[config.mk]
export PLATFORM = sky130hd
export DESIGN_NAME = rsp_host_flat
export DESIGN_NICKNAME = d
export VERILOG_FILES = /design/src/inc/rsp_pkg.sv /design/src/inc/rsp_link_if.sv /design/src/verilog/rsp_host.sv /design/src/flat_wrapper.sv
export SDC_FILE = /design/constraint.sdc
export NUM_CORES = 1
export LEC_CHECK = 0
export BUFFER_PORTS_ARGS = -buffer_cell sky130_fd_sc_hd__buf_2
export CAP_MARGIN = 20
export CORE_AREA = 2 2 126 128
export DETAILED_ROUTE_END_ITERATION = 12
export DIE_AREA = 0 0 128 130
export PLACE_DENSITY = 0.7
export SLEW_MARGIN = 15
export SYNTH_ARGS = -nofsm -noshare
export SYNTH_HDL_FRONTEND = slang
export SYNTH_SLANG_ARGS = --single-unit
export TNS_END_PERCENT = 30
[constraint.sdc]
create_clock -name I_MCLK -period 2.47 [get_ports I_MCLK]
set_input_delay 0.494 -clock I_MCLK [delete_from_list [all_inputs] [get_ports I_MCLK]]
set_output_delay 0.494 -clock I_MCLK [all_outputs]
set_load 0.01 [all_outputs]
[src/inc/rsp_pkg.sv]
package rsp_pkg;
  // Core clock
  localparam int CLK_MHZ        = 250;
  localparam int CLK_PERIOD_NS  = 4;
  // Serial framing
  localparam int BYTE_BITS      = 8;
  localparam logic [3:0] FMT_WR_ONE   = 4'h8;
  localparam logic [3:0] FMT_WR_BURST = 4'h0;
  localparam logic [3:0] FMT_RD_ONE   = 4'hC;
  localparam logic [3:0] FMT_RD_BURST = 4'h4;
  localparam int FMT_SINGLE_BIT = 3;
  localparam int FMT_READ_BIT   = 2;
  // Carry hold limit and host spacing times
  localparam int HOLD_MAX_S     = 1;
  localparam int HOLD_MAX_CYC   = HOLD_MAX_S * CLK_MHZ * 1_000_000;
  localparam int CE_SETUP_US    = 31;
  localparam int CE_SETUP_CYC   = CE_SETUP_US * CLK_MHZ;
  localparam int CE_GAP_US      = 62;
  localparam int CE_GAP_CYC     = CE_GAP_US * CLK_MHZ;
  // Serial clock made by the host divider, and host byte buffer depth
  localparam int SCLK_PERIOD_NS = 64;
  localparam int SCLK_HALF_CYC  = SCLK_PERIOD_NS / (2 * CLK_PERIOD_NS);
  localparam int FIFO_DEPTH     = 8;
  // Host controller register map
  localparam logic [3:0] REG_CTRL   = 4'h0;
  localparam logic [3:0] REG_TXDATA = 4'h4;
  localparam logic [3:0] REG_RXDATA = 4'h8;
  localparam logic [3:0] REG_STATUS = 4'hC;
  localparam logic [7:0] CTRL_RST   = 8'h00;
  localparam int CTRL_EN      = 0;
  localparam int CTRL_IDLE_HI = 1;
  localparam int CTRL_SKIP    = 2;
  localparam int ST_CE        = 0;
  localparam int ST_BUSY      = 1;
  localparam int ST_EMPTY     = 2;
  localparam int ST_FULL      = 3;
  localparam int ST_RXVALID   = 4;
  localparam int ST_TIMEOUT   = 5;
  // State machines
  typedef enum logic [1:0] {DS_IGNORE, DS_CMD, DS_WR, DS_RD} rsp_dev_state_t;
  typedef enum logic [2:0] {HS_OFF, HS_GAP, HS_SETUP, HS_WAIT, HS_SHIFT} rsp_host_state_t;
endpackage

[src/inc/rsp_link_if.sv]
`timescale 1ns/100ps
interface rsp_link_if;
  logic ce;
  logic sclk;
  logic si;
  logic so;
  logic so_oe;
  modport dev  (input ce, input sclk, input si, output so, output so_oe);
  modport host (output ce, output sclk, output si, input so);
endinterface

[src/verilog/rsp_host.sv]
`timescale 1ns/100ps
module rsp_fifo #(
  parameter int W = 8,
  parameter int D = 8
) (
  input  wire logic         i_clk,
  input  wire logic         i_reset_n,
  input  wire logic         i_valid,
  output logic              o_ready,
  input  wire logic [W-1:0] i_data,
  output logic              o_valid,
  input  wire logic         i_ready,
  output logic [W-1:0]      o_data
);
  localparam int AW = $clog2(D);
  localparam logic [AW:0] CNT_FULL = (AW + 1)'(D);

  generate
    if (D < 2 || (1 << AW) != D) begin : g_bad_depth
      $error("FIFO depth must be a power of two, at least 2");
    end
  endgenerate

  logic [W-1:0]  mem [D];
  logic [AW-1:0] wr_ptr;
  logic [AW-1:0] rd_ptr;
  logic [AW:0]   count;
  logic          push;
  logic          pop;

  assign o_ready = count != CNT_FULL;
  assign o_valid = count != '0;
  assign o_data  = mem[rd_ptr];
  assign push    = i_valid && o_ready;
  assign pop     = i_ready && o_valid;

  // Storage has no reset; only pointers and count carry state
  always_ff @(posedge i_clk) begin
    if (push) begin
      mem[wr_ptr] <= i_data;
    end
  end

  always_ff @(posedge i_clk) begin
    if (!i_reset_n) begin
      wr_ptr <= '0;
      rd_ptr <= '0;
      count  <= '0;
    end else begin
      if (push) begin
        wr_ptr <= wr_ptr + 1'b1;
      end
      if (pop) begin
        rd_ptr <= rd_ptr + 1'b1;
      end
      count <= count + (AW + 1)'(push) - (AW + 1)'(pop);
    end
  end
endmodule

module rsp_host #(
  parameter int HALF_CYC     = rsp_pkg::SCLK_HALF_CYC,
  parameter int SETUP_CYC    = rsp_pkg::CE_SETUP_CYC,
  parameter int GAP_CYC      = rsp_pkg::CE_GAP_CYC,
  parameter int MAX_HIGH_CYC = rsp_pkg::HOLD_MAX_CYC - 1
) (
  // Clock and reset
  input  wire logic       I_MCLK,
  input  wire logic       I_RESET_N,
  // Serial link
  rsp_link_if.host        LINK,
  // Software register port
  input  wire logic [3:0] I_ADDR,
  input  wire logic [7:0] I_WDATA,
  input  wire logic       I_WR,
  input  wire logic       I_RD,
  output logic [7:0]      O_RDATA
);
  import rsp_pkg::*;

  generate
    if (HALF_CYC < 6 || SETUP_CYC < 1 || GAP_CYC < 1 || MAX_HIGH_CYC < 2) begin : g_bad
      $error("Host timing parameters out of range");
    end
  endgenerate

  rsp_host_state_t state;
  logic [7:0]      ctrl;
  logic [2:0]      so_sync;
  logic            so_lvl;
  logic [31:0]     cnt;
  logic [31:0]     hi_cnt;
  logic            timeout;
  logic            to_flag;
  logic            ce;
  logic            sclk;
  logic            si;
  logic            phase;
  logic [2:0]      bit_cnt;
  logic [7:0]      tx;
  logic [7:0]      rx;
  logic [7:0]      rx_data;
  logic            rx_done;
  logic [1:0]      cap;
  logic            rx_valid;
  logic            fifo_push;
  logic            fifo_in_ready;
  logic            fifo_valid;
  logic            fifo_pop;
  logic [7:0]      fifo_data;

  assign fifo_push = I_WR && I_ADDR == REG_TXDATA;
  assign fifo_pop  = state == HS_WAIT && ctrl[CTRL_EN] && !timeout;
  assign timeout   = ce && hi_cnt == 32'(MAX_HIGH_CYC - 1); // see RL14

  // Bytes queue here; a write while full is dropped and shows as full
  rsp_fifo #(.W(BYTE_BITS), .D(FIFO_DEPTH)) u_fifo (
    .i_clk     (I_MCLK),
    .i_reset_n (I_RESET_N),
    .i_valid   (fifo_push),
    .o_ready   (fifo_in_ready),
    .i_data    (I_WDATA),
    .o_valid   (fifo_valid),
    .i_ready   (fifo_pop),
    .o_data    (fifo_data)
  );

  // Serial data out from the device crosses in through three stages
  always_ff @(posedge I_MCLK) begin
    if (!I_RESET_N) begin
      so_sync <= 3'h0;
      so_lvl  <= 1'b0;
    end else begin
      so_sync <= {so_sync[1:0], LINK.so};
      if (so_sync[1] == so_sync[2]) begin
        so_lvl <= so_sync[1];
      end
    end
  end

  // Chip enable high time watchdog
  always_ff @(posedge I_MCLK) begin
    if (!I_RESET_N || !ce) begin
      hi_cnt <= 32'h0;
    end else begin
      hi_cnt <= hi_cnt + 32'h1;
    end
  end

  // Session sequencer and bit shifter
  always_ff @(posedge I_MCLK) begin
    if (!I_RESET_N) begin
      state   <= HS_OFF;
      ce      <= 1'b0;
      sclk    <= 1'b0;
      si      <= 1'b0;
      cnt     <= 32'h0;
      phase   <= 1'b0;
      bit_cnt <= 3'h0;
      tx      <= 8'h00;
      rx      <= 8'h00;
      rx_data <= 8'h00;
      rx_done <= 1'b0;
      cap     <= 2'h0;
    end else begin
      rx_done <= 1'b0;
      // The device answer needs about ten clocks through both synchronisers,
      // longer than one clock half, so each bit is taken two clocks after the half ends
      cap <= {cap[0], 1'b0};
      if (cap[1]) begin
        rx <= {rx[6:0], so_lvl}; // see RL5
        if (bit_cnt == 3'h0) begin
          rx_data <= {rx[6:0], so_lvl}; // see RL8 RL9
          rx_done <= 1'b1;
        end
      end
      if (timeout) begin
        ce    <= 1'b0;
        state <= HS_GAP;
        cnt   <= 32'h0;
      end else begin
        case (state)
          HS_OFF: begin
            sclk <= ctrl[CTRL_IDLE_HI]; // see RL1
            if (ctrl[CTRL_EN] && sclk == ctrl[CTRL_IDLE_HI]) begin
              ce    <= 1'b1; // see RL3
              state <= HS_SETUP;
              cnt   <= 32'h0;
            end
          end
          HS_GAP: begin
            cnt <= cnt + 32'h1;
            if (ctrl[CTRL_SKIP] || cnt == 32'(GAP_CYC - 1)) begin
              state <= HS_OFF; // see RL16 RL17
            end
          end
          HS_SETUP: begin
            cnt <= cnt + 32'h1;
            if (ctrl[CTRL_SKIP] || cnt == 32'(SETUP_CYC - 1)) begin
              state <= HS_WAIT; // see RL15 RL17
            end
          end
          HS_WAIT: begin
            // Disabling drops chip enable only between bytes; the watchdog timeout can drop it mid-byte
            if (!ctrl[CTRL_EN]) begin
              ce    <= 1'b0; // see RL13
              state <= HS_GAP;
              cnt   <= 32'h0;
            end else if (fifo_valid) begin
              tx      <= fifo_data;
              state   <= HS_SHIFT;
              cnt     <= 32'h0;
              phase   <= 1'b0;
              bit_cnt <= 3'h0;
            end
          end
          HS_SHIFT: begin
            cnt <= cnt + 32'h1;
            if (cnt == 32'(HALF_CYC - 1)) begin
              cnt   <= 32'h0;
              phase <= ~phase;
              if (!phase) begin
                sclk <= ~ctrl[CTRL_IDLE_HI]; // see RL2
                si   <= tx[7]; // see RL5
                tx   <= {tx[6:0], 1'b0};
              end else begin
                sclk    <= ctrl[CTRL_IDLE_HI];
                cap[0]  <= 1'b1;
                bit_cnt <= bit_cnt + 3'h1;
                if (bit_cnt == 3'h7) begin
                  state <= HS_WAIT; // see RL4 RL6
                end
              end
            end
          end
          default: state <= HS_OFF;
        endcase
      end
    end
  end

  assign LINK.ce   = ce;
  assign LINK.sclk = sclk;
  assign LINK.si   = si;

  // Control, sticky flags and read data; a set in the clearing cycle wins
  always_ff @(posedge I_MCLK) begin
    if (!I_RESET_N) begin
      ctrl     <= CTRL_RST;
      rx_valid <= 1'b0;
      to_flag  <= 1'b0;
      O_RDATA  <= 8'h00;
    end else begin
      if (I_WR && I_ADDR == REG_CTRL) begin
        ctrl    <= {5'h00, I_WDATA[2:0]};
        to_flag <= 1'b0;
      end
      if (timeout) begin
        ctrl[CTRL_EN] <= 1'b0; // see RL14
        to_flag       <= 1'b1;
      end
      if (rx_done) begin
        rx_valid <= 1'b1;
      end else if (I_RD && I_ADDR == REG_RXDATA) begin
        rx_valid <= 1'b0;
      end
      O_RDATA <= 8'h00;
      if (I_RD) begin
        case (I_ADDR)
          REG_CTRL:   O_RDATA <= ctrl;
          REG_RXDATA: O_RDATA <= rx_data;
          REG_STATUS: O_RDATA <= {2'h0, to_flag, rx_valid, ~fifo_in_ready, ~fifo_valid,
                                  state == HS_SHIFT, ce};
          default:    O_RDATA <= 8'h00;
        endcase
      end
    end
  end
endmodule
[src/flat_wrapper.sv]
// flat-port wrapper written by rule: the top's interface ports become plain ports
module rsp_host_flat import rsp_pkg::*;
#(
  parameter int HALF_CYC     = rsp_pkg::SCLK_HALF_CYC,
  parameter int SETUP_CYC    = rsp_pkg::CE_SETUP_CYC,
  parameter int GAP_CYC      = rsp_pkg::CE_GAP_CYC,
  parameter int MAX_HIGH_CYC = rsp_pkg::HOLD_MAX_CYC - 1
)
  (I_MCLK, I_RESET_N, I_ADDR, I_WDATA, I_WR, I_RD, O_RDATA, LINK_ce, LINK_sclk, LINK_si, LINK_so);
  rsp_link_if LINK_i ();
  input  wire logic I_MCLK;
  input  wire logic I_RESET_N;
  input  wire logic [3:0] I_ADDR;
  input  wire logic [7:0] I_WDATA;
  input  wire logic I_WR;
  input  wire logic I_RD;
  output logic [7:0] O_RDATA;
  output wire logic [$bits(LINK_i.ce)-1:0] LINK_ce;
  output wire logic [$bits(LINK_i.sclk)-1:0] LINK_sclk;
  output wire logic [$bits(LINK_i.si)-1:0] LINK_si;
  input wire logic [$bits(LINK_i.so)-1:0] LINK_so;
  assign LINK_ce = LINK_i.ce;
  assign LINK_sclk = LINK_i.sclk;
  assign LINK_si = LINK_i.si;
  assign LINK_i.so = LINK_so;
  rsp_host #(.HALF_CYC(HALF_CYC), .SETUP_CYC(SETUP_CYC), .GAP_CYC(GAP_CYC), .MAX_HIGH_CYC(MAX_HIGH_CYC)) u_core (.I_MCLK(I_MCLK), .I_RESET_N(I_RESET_N), .LINK(LINK_i), .I_ADDR(I_ADDR), .I_WDATA(I_WDATA), .I_WR(I_WR), .I_RD(I_RD), .O_RDATA(O_RDATA));
endmodule
==> summary.md, run 1 <==
The core region is 15400 um^2. The run gives 4 as the total number of H-tree levels. The tools report the count of unresolved DRC violations after routing as 0. The proportion of layout cells with a drive suffix above 1 was 20.6%. The root buffer cell chosen for the clock tree is sky130_fd_sc_hd__clkbuf_16. The run gives -120 ps as the slack of the critical path.

For the worst-skew pair, the clock arrives at the later sink with an insertion delay of 440 ps. The count of pins over their slew limit is 0, and the average cell area after synthesis is 10.8 um^2. From left edge to right edge, the die measures 128 um. Dividing the detail-routed via count by the number of cells gives 5.47. The logs give 430 for the number of DRC markers in iteration 0 and 762 for the number of cells produced by synthesis.

Number of instances in the placed design: 1014. The synthesized netlist devotes 7.31% of its cell area to XOR and XNOR gates. The power per cell area is 649 nW/um^2, and the max-cap violation count is 0.

The worst setup path is launched from a flip-flop. After Yosys synthesis, full adders, half adders and majority gates account for 2.36% of the synthesized area. The final reports fail on setup timing. The slew of the pin with the lowest slew margin is 737 ps, and the number of global-route vias before repair is 5698. The total overflow left after global routing is 0. The first global-routing pass estimated 26900 um of wire. The path type of the worst setup path was reg2reg.

The number of antenna diodes in the final layout is 0. For this run, the top clock speed supported by timing is 386 MHz. Clock-pin slew was measured on the worst setup and hold paths at 70 ps.

Leaving out fill and tap cells, the most frequent cell in the layout is sky130_fd_sc_hd__dfxtp_1. Summing the areas of all compound-gate instances in the mapped netlist gives 3.57% of the synthesized area. The floorplan step defined a die boundary enclosing 16600 um^2. The simple logic cell fraction of the synthesized area was 19.8%; the cell area after technology mapping was 8260 um^2.

Setup repair after global routing could not meet its margin everywhere. The number of buffers added by the clock tree synthesis step is 17, and the final standard cell count with taps included and fillers excluded is 1048. The data arrival time of the worst path is 2910 ps.

Of all cell types, the one taking the most synthesized area is sky130_fd_sc_hd__dfxtp_1. Counting distinct cell types in the post-synthesis netlist gives 57. In this run, synthesis inferred 64 flip-flops with an integrated enable. The congestion estimate from routability-driven global placement came to 0.816.

The leakage power figure is 3.59 nW. The worst setup path is captured at a flip-flop. The count of buffers added on input and output ports is 27.

Across the routed clock network, the largest skew measured is 8.27 ps. The post-route antenna net violation count is 0. In this run the deepest clock path goes through 2 buffers. The top cell types in the final layout, fill and taps aside, are sky130_fd_sc_hd__dfxtp_1 (126), sky130_fd_sc_hd__nor2_1 (120), sky130_fd_sc_hd__buf_4 (71). Summing over every cut layer, the via total after detailed routing is 5730. The share of the clock period used by the worst path is 105%, and the placement row count is 46.

For the pin count of the biggest net entering global routing, the log shows 34. Ranked by total cell area, the synthesized netlist is headed by sky130_fd_sc_hd__dfxtp_1 (31%), sky130_fd_sc_hd__edfxtp_1 (23%), sky130_fd_sc_hd__xor2_1 (5.5%), sky130_fd_sc_hd__nor2_1 (5.5%), sky130_fd_sc_hd__mux2i_1 (5.2%). At the worst endpoint, the required time is 2790 ps.

The net count of the finished layout is 875. In the final routed layout, each cell accounts on average for 15.6 um. TritonCTS built the clock tree. The worst pin sits at a relative slew slack of 50.5%.

For the number of antenna violations at the first check in global routing, the log shows 0. The path class of the tightest hold or removal check is in2reg. The most common flop cell mapped by yosys is sky130_fd_sc_hd__dfxtp_1. The fraction of synthesized cell area taken by the top area cell type is 31.5%. After synthesis, the share of cell area in mux cells is 9.71%. The layout overhead on the synthesized area is 17.4%.

After layout, the minimum clock period comes to 2590 ps. The TritonCTS sink count came out at 194. Along the worst path, the maximum fanout reaches 4. The floorplan step set the die height to 130 um. The run finished, with violations left. The estimated wirelength of the detail-placed design came out at 11400 um. Counting every net in the synthesized netlist gives 794. Number of search-and-repair iterations in the first detailed-routing pass: 4. Setup violations remaining at the end of the flow were counted as 2. The share of async-settable or async-resettable flops after synthesis is 0%, and the I/O pin count is 28. The dominant combinational cell family by area after synthesis is simple AND/OR/NAND/NOR gates. The worst-case IR drop observed on VDD is 0.564 mV. Global routing used 20.7% of the available tracks.

Final hold analysis gives a worst-case slack of 267 ps. The number of endpoints with negative hold slack in the final report was 0. The initial core utilization came out at 53.6%. The fraction of the yosys area taken by sequential cells is 54.8%.

After detailed routing, the total wire length is 16400 um. After synthesis the netlist holds a flip-flop and latch count of 194. The number of warnings reported in the yosys synthesis log is 0.
[kinds of logic after synthesis]
family / count (synthesis)
simple gates: 330
buf+inv: 50
flops: 194
mux: 60
compound gates: 44
fa+ha+maj: 15
xor+xnor: 69
[cells in the mapped netlist (3+ instances only)]
| library cell | count |
|---|---|
| sky130_fd_sc_hd__a31oi_1 | 5 |
| sky130_fd_sc_hd__nor4b_1 | 3 |
| sky130_fd_sc_hd__dfxtp_1 | 130 |
| sky130_fd_sc_hd__nand2_1 | 51 |
| sky130_fd_sc_hd__buf_1 | 4 |
| sky130_fd_sc_hd__inv_1 | 13 |
| sky130_fd_sc_hd__and4_1 | 5 |
| sky130_fd_sc_hd__nand4_1 | 18 |
| sky130_fd_sc_hd__nor2_1 | 121 |
| sky130_fd_sc_hd__o211ai_1 | 8 |
| sky130_fd_sc_hd__clkbuf_1 | 25 |
| sky130_fd_sc_hd__buf_2 | 5 |
| sky130_fd_sc_hd__buf_4 | 3 |
| sky130_fd_sc_hd__a21oi_1 | 12 |
| sky130_fd_sc_hd__xnor2_1 | 17 |
| sky130_fd_sc_hd__mux4_2 | 16 |
| sky130_fd_sc_hd__and2_1 | 12 |
| sky130_fd_sc_hd__xor2_1 | 52 |
| sky130_fd_sc_hd__o21ai_0 | 7 |
| sky130_fd_sc_hd__nand2b_1 | 5 |
| sky130_fd_sc_hd__and3_1 | 19 |
| sky130_fd_sc_hd__nor3_1 | 16 |
| sky130_fd_sc_hd__edfxtp_1 | 64 |
| sky130_fd_sc_hd__nand3b_1 | 3 |
| sky130_fd_sc_hd__nand3_1 | 43 |
| sky130_fd_sc_hd__mux2i_1 | 43 |
| sky130_fd_sc_hd__ha_1 | 14 |
| sky130_fd_sc_hd__nor4_1 | 13 |
[worst max-delay path, cell delays in order (launching register included)]
cell and delay [ps]:
sky130_fd_sc_hd__dfxtp_2 340, sky130_fd_sc_hd__nor4bb_4 310, sky130_fd_sc_hd__nand4_1 140, sky130_fd_sc_hd__or4_4 620, sky130_fd_sc_hd__nand2_4 110, sky130_fd_sc_hd__xnor2_2 120, sky130_fd_sc_hd__ha_2 210, sky130_fd_sc_hd__inv_2 40
sky130_fd_sc_hd__fa_2 530, sky130_fd_sc_hd__nor2_2 40
[through the flow]
step / instance area [um^2] / total power [mW] / util (%) / worst slack (ps) / TNS (ps)
2_1_floorplan: 8300 / 3.57 / - / -32.7 / -293
3_3_place_gp: 9050 / 3.67 / 58.7 / -90.4 / -225
3_5_place_dp: 9050 / 3.69 / 58.7 / -180 / -1050
4_1_cts: 9650 / 6.35 / 62.6 / -19.9 / -19.9
5_1_grt: 9700 / 6.51 / 62.9 / -226 / -511
6_report: 9700 / 6.29 / 62.9 / -120 / -187
[path summary, 6_finish.rpt]
path                            slack [ps]  cells after the start                      to               from
worst max-delay path                  -120                      9  u_core.u_fifo.count[1]  u_core.hi_cnt[24]
worst min-delay path                   270                      2       u_core.so_sync[0]            LINK_so
worst max register to register        -120                      9  u_core.u_fifo.count[1]  u_core.hi_cnt[24]
worst min register to register         450                      1       u_core.so_sync[1]  u_core.so_sync[0]
[layer usage]
layer  share of wire [%]  wire length [um]  vias up  global-route usage, %
met2                  51              8330       60                   36.0
met4                 1.3               219        0                   7.69
met1                  45              7440     2798                   25.4
met3                 2.5               410       21                   4.55
met5                   0                 0        -                      0
li1                    -                 -     2851                      -
[final cells by class]
type	instances	area (um^2)
clock buffer	17	425
tap	192	240
sequential	194	4530
inverter	13	48.8
timing repair buffer	99	688
clock inverter	15	146
multi-input combinational	518	3620
fill	1219	5730
[timing repair]
item	CTS	global route
endpoints found under the setup margin	15	12
hold buffers	0	0
pin swaps	4	9
setup buffers	1	1
cloned	0	0
gates resized for setup	4	9
[flip-flops by register name, summed over array words and instances (netlist names), 2 cells and up, named ones only]
| name | count |
|---|---|
| u_core.tx | 8 |
| u_core.hi_cnt | 32 |
| u_core.O_RDATA | 8 |
| u_core.rx_data | 8 |
| u_core.so_sync | 3 |
| u_core.u_fifo.mem | 64 |
| u_core.bit_cnt | 3 |
| u_core.u_fifo.rd_ptr | 3 |
| u_core.cap | 2 |
| u_core.u_fifo.wr_ptr | 3 |
| u_core.state | 3 |
| u_core.cnt | 32 |
| u_core.rx | 7 |
| u_core.u_fifo.count | 4 |
| u_core.ctrl | 3 |
[power breakdown]
| group | internal (mW) | total [mW] | switching (mW) | leakage [nW] |
|---|---|---|---|---|
| Sequential | 3.31 | 3.33 | 0.0215 | 1.62 |
| Clock | 1.42 | 2.68 | 1.26 | 0.277 |
| Combinational | 0.115 | 0.284 | 0.169 | 1.69 |
Note: power is estimated with default switching activity, not from simulation.
==> inputs of run 2 (changes only) <==
--- a/config.mk
+++ b/config.mk
@@ -7,12 +7,13 @@
 export LEC_CHECK = 0
 export BUFFER_PORTS_ARGS = -buffer_cell sky130_fd_sc_hd__buf_2
 export CAP_MARGIN = 20
-export CORE_AREA = 2 2 126 128
+export CORE_AREA = 2 2 128 130
 export DETAILED_ROUTE_END_ITERATION = 12
-export DIE_AREA = 0 0 128 130
+export DIE_AREA = 0 0 130 132
 export PLACE_DENSITY = 0.7
 export SLEW_MARGIN = 15
 export SYNTH_ARGS = -nofsm -noshare
 export SYNTH_HDL_FRONTEND = slang
+export SYNTH_HIERARCHICAL = 1
 export SYNTH_SLANG_ARGS = --single-unit
 export TNS_END_PERCENT = 30
==> run 2 against run 1 <==
  * Via count is 3.1% higher
  * Largest power group unchanged
  * Critical endpoint is now u_core/u_fifo/count[2]
  * The flow now finishes without violations
  * Final area grew 0.28%
  * Wire length increased by 1.4%
  * Clock skew up 3.2 ps
==> summary.md, run 2 <==
Count of inserted antenna diode cells: 0. In the final routed layout, each cell accounts on average for 15.4 um. The die width works out to 130 um. The area taken by multi-input logic gates is 3830 um^2, and the net count after synthesis is 834. The proportion of layout cells with a drive suffix above 1 was 15.3%.

The die footprint was 17200 um^2. In the layout the commonest cells are sky130_fd_sc_hd__dfxtp_1 (128), sky130_fd_sc_hd__nor2_1 (104), sky130_fd_sc_hd__nand2_1 (89). Setup repair after global routing could not meet its margin everywhere. The worst setup path is launched from a flip-flop. Across the run, the number of max-cap violations was 0. The cell type group with the largest total delay on the critical path is simple AND/OR/NAND/NOR gates.

Number of search-and-repair iterations in the first detailed-routing pass: 5. The floorplan die height was 132 um. At the worst endpoint, the required time is 2800 ps. The placer's final routability congestion estimate is 0.844, and the leakage power figure is 3.49 nW. The floorplan has 46 rows. The layout has 1257 filler cells. The share of the clock period used by the worst path works out to 97.8%. The slowest stage of the critical path is the sky130_fd_sc_hd__fa_2 cell.

The pin count of the biggest net entering global routing is 36, and the cell area after technology mapping is 8550 um^2. In this run the tightest slew margin relative to its limit is 57.7%. The run gives 1045 as the number of instances in the placed design. Counting instances in the post-synthesis netlist gives the leading cell types as sky130_fd_sc_hd__dfxtp_1 (130), sky130_fd_sc_hd__nor2_1 (104), sky130_fd_sc_hd__nand2_1 (89). The run gives 0 as the count of hold-fix buffers inserted at cts. Ranked by total cell area, the synthesized netlist is headed by sky130_fd_sc_hd__dfxtp_1 (30%), sky130_fd_sc_hd__edfxtp_1 (22%), sky130_fd_sc_hd__mux2i_1 (4.7%), sky130_fd_sc_hd__mux4_1 (4.6%), sky130_fd_sc_hd__nor2_1 (4.6%).

For this run, the number of Yosys warnings is 6. The root buffer cell chosen for the clock tree is sky130_fd_sc_hd__clkbuf_16. The tools report the endpoint class of the critical path as a flip-flop. The total area inside the core boundary comes to 15700 um^2.

The logs give 1.61 mW for the net switching power and 5908 for the routed via count. The I/O pin count is 28. Synthesis produced 802 cells. The number of setup violations in the final report is 0, and the CTS clock-pin slew for the worst setup and hold paths is 70 ps.

The fraction of the yosys area taken by sequential cells came out at 52.9%. The logs give 440 ps for the worst-skew pair later-pin latency and 2740 ps for the data arrival time of the worst path. In this run switching power makes up 24.5% of total power. No sink is reached through more buffers than the 2 on the longest clock path. The largest registers in the layout are u_core/u_fifo/mem x64, u_core/cnt x32, u_core/hi_cnt x32.

Post-route antenna net violation count: 0. The tightest hold path in the finished design has a slack of 279 ps. The internal power summed over all cells is 4.97 mW, and the total number of nets in the final design is 880.

Of the total power, combinational logic draws 7.6%. The vias per cell is 5.49, and the sequential share of power is 51.0%. The estimated wirelength of the detail-placed design was 11500 um; the average cell area after synthesis was 10.7 um^2.

Compared with the post-synthesis result, the final layout area differs by 13.7%. The number of global-route vias before repair is 6035, and the maximum cell stage delay along the critical path is 340 ps. The number of endpoints with negative hold slack in the final report is 0. For this run, asynchronously set or reset flops after synthesis account for 0%. The run gives 28200 um as the wire length of the first global-routing pass. Count of buffering cells on the critical path with inverters included: 1.

The synthesized design contains 64 enable-type register cells. The top cell type by area accounts for 30.4% of the synthesized area. After the first detailed-routing iteration, the DRC count stood at 428. The quantity of I/O buffers inserted on ports works out to 27. The final standard cell count with taps included and fillers excluded was 1077; the initial core utilization was 54.4%. After routing the design area is 9720 um^2.

The count of pins over their slew limit was 0. The number of antenna violations at the first check in global routing is 0, and the clock skew is 11.4 ps. The flow ran to the end, and the final reports show no timing, DRC or antenna violations.

The register with the most flip-flops in the layout has 64 of them. The tools report the total negative setup slack as 0 ps. Count of unresolved DRC violations after routing: 0. The overall global routing resource usage was 20.7%. Summing all flip-flop and latch instances after layout gives 4530 um^2. For the clock power share, the log shows 41.4%. The synthesized design contains 194 register bits. At the pin with the least slew margin, the transition time is 633 ps. The critical-path maximum fanout was 3; the power per cell area was 676 nW/um^2. The final layout contains routed wiring with a total length of 16600 um.

Largest register by flop count: u_core/u_fifo/mem. The run gives 414 MHz as the fmax. The worst-case IR drop observed on VDD is 0.669 mV. The number of different library cells used by synthesis comes to 64. The H-tree was split into 4 levels.

TritonCTS built the clock tree. The leading cell type in the layout, fill and taps excluded was sky130_fd_sc_hd__dfxtp_1. The time the worst path needs with I/O delays and setup works out to 2420 ps. The class of the most critical hold timing path was in2reg. The TritonCTS sink count was 194. For this run the aggregate overflow at the end of global routing stands at 0. The logs give 17 for the number of buffers added by the clock tree synthesis step and 9080 um^2 for the total placed instance area.

Most common flop cell mapped by yosys: sky130_fd_sc_hd__dfxtp_1. Cell type with the highest aggregate area in the netlist: sky130_fd_sc_hd__dfxtp_1. The critical path goes through inv_1 -> ha_1 -> nor4bb_1 -> and4_1 -> and4_4 -> nor3_4 -> nor2b_4 -> xnor2_2 -> ha_2 -> fa_2 -> xor2_1 -> and2_1. The worst setup path is of the reg2reg kind. Most numerous cell in the Yosys netlist: sky130_fd_sc_hd__dfxtp_1.
## run 2: cell count changes in the layout (fill, tap and decap cells not counted), moves of 11 or more
cell / before / now
sky130_fd_sc_hd__nor2_1: 120 / 104
sky130_fd_sc_hd__and3_1: 19 / 8
sky130_fd_sc_hd__nand2_1: 50 / 89
sky130_fd_sc_hd__mux4_2: 16 / 1
sky130_fd_sc_hd__nand3_1: 43 / 26
sky130_fd_sc_hd__buf_4: 71 / 38
sky130_fd_sc_hd__mux4_1: 0 / 15
sky130_fd_sc_hd__xnor2_1: 16 / 38
sky130_fd_sc_hd__xor2_1: 52 / 20
## run 2: final timing paths
check                           depth (start not counted)                      to         startpoint  slack, ps
worst max-delay path                                   12  u_core/u_fifo/count[2]   u_core/hi_cnt[0]         50
worst min-delay path                                    2       u_core/so_sync[0]            LINK_so        280
worst max register to register                         12  u_core/u_fifo/count[2]   u_core/hi_cnt[0]         50
worst min register to register                          1       u_core/so_sync[1]  u_core/so_sync[0]        450
## run 2: cell type report
class                   instances  share of cell area [%]
clock buffers                  18                    4.41
inverters                      19                   0.733
clock inverters                14                    1.63
repair buffers                 66                    4.53
multi-input cells             550                    39.4
flip-flops and latches        194                    46.6
well taps                     216                    2.78
## run 2: what timing repair did
action / 4_1_cts / 5_1_grt
gates resized for setup: 6 / 7
pin swaps: 3 / 2
hold endpoints to repair: 0 / 0
setup endpoints to repair: 3 / 37
buffers inserted: 0 / 0
## run 2: per-layer routing
metal / up-vias / wire length (um) / track usage (%)
li1: 2938 / - / -
met1: 2853 / 7260 / 25.2
met2: 97 / 8500 / 35.3
met3: 20 / 609 / 5.68
met4: 0 / 250 / 6.99
met5: - / 0 / 0
## run 2: through the flow
step	util [%]	setup WS [ps]	power (mW)
after detailed placement	57.8	-112	3.92
after global routing	61.9	-30.0	6.83
after CTS	61.7	4.28	6.65
after floorplan	-	-2.61	3.76
final	61.9	54.8	6.58
after global placement	57.8	-28.1	3.90
## run 2: power groups by stage
stage	clock network, mW	logic, mW	registers (mW)
finish	2.72	0.502	3.35
global route	2.91	0.557	3.36
floorplan	0	0.342	3.42
global placement	0	0.475	3.42
detailed placement	0	0.495	3.42
CTS	2.79	0.501	3.35
## run 2: cells by family (layout without fill, tap and decap cells)
family | after synthesis | after routing | share of synthesized area, %
multiplexers | 64 | 64 | 10.6
adder cells (fa/ha/maj) | 15 | 15 | 2.28
AO/OA/AOI/OAI | 56 | 56 | 4.23
XOR/XNOR | 59 | 59 | 6.04
buffers and inverters | 58 | 117 | 3.10
AND/OR/NAND/NOR | 356 | 356 | 20.8
flip-flops | 194 | 194 | 52.9
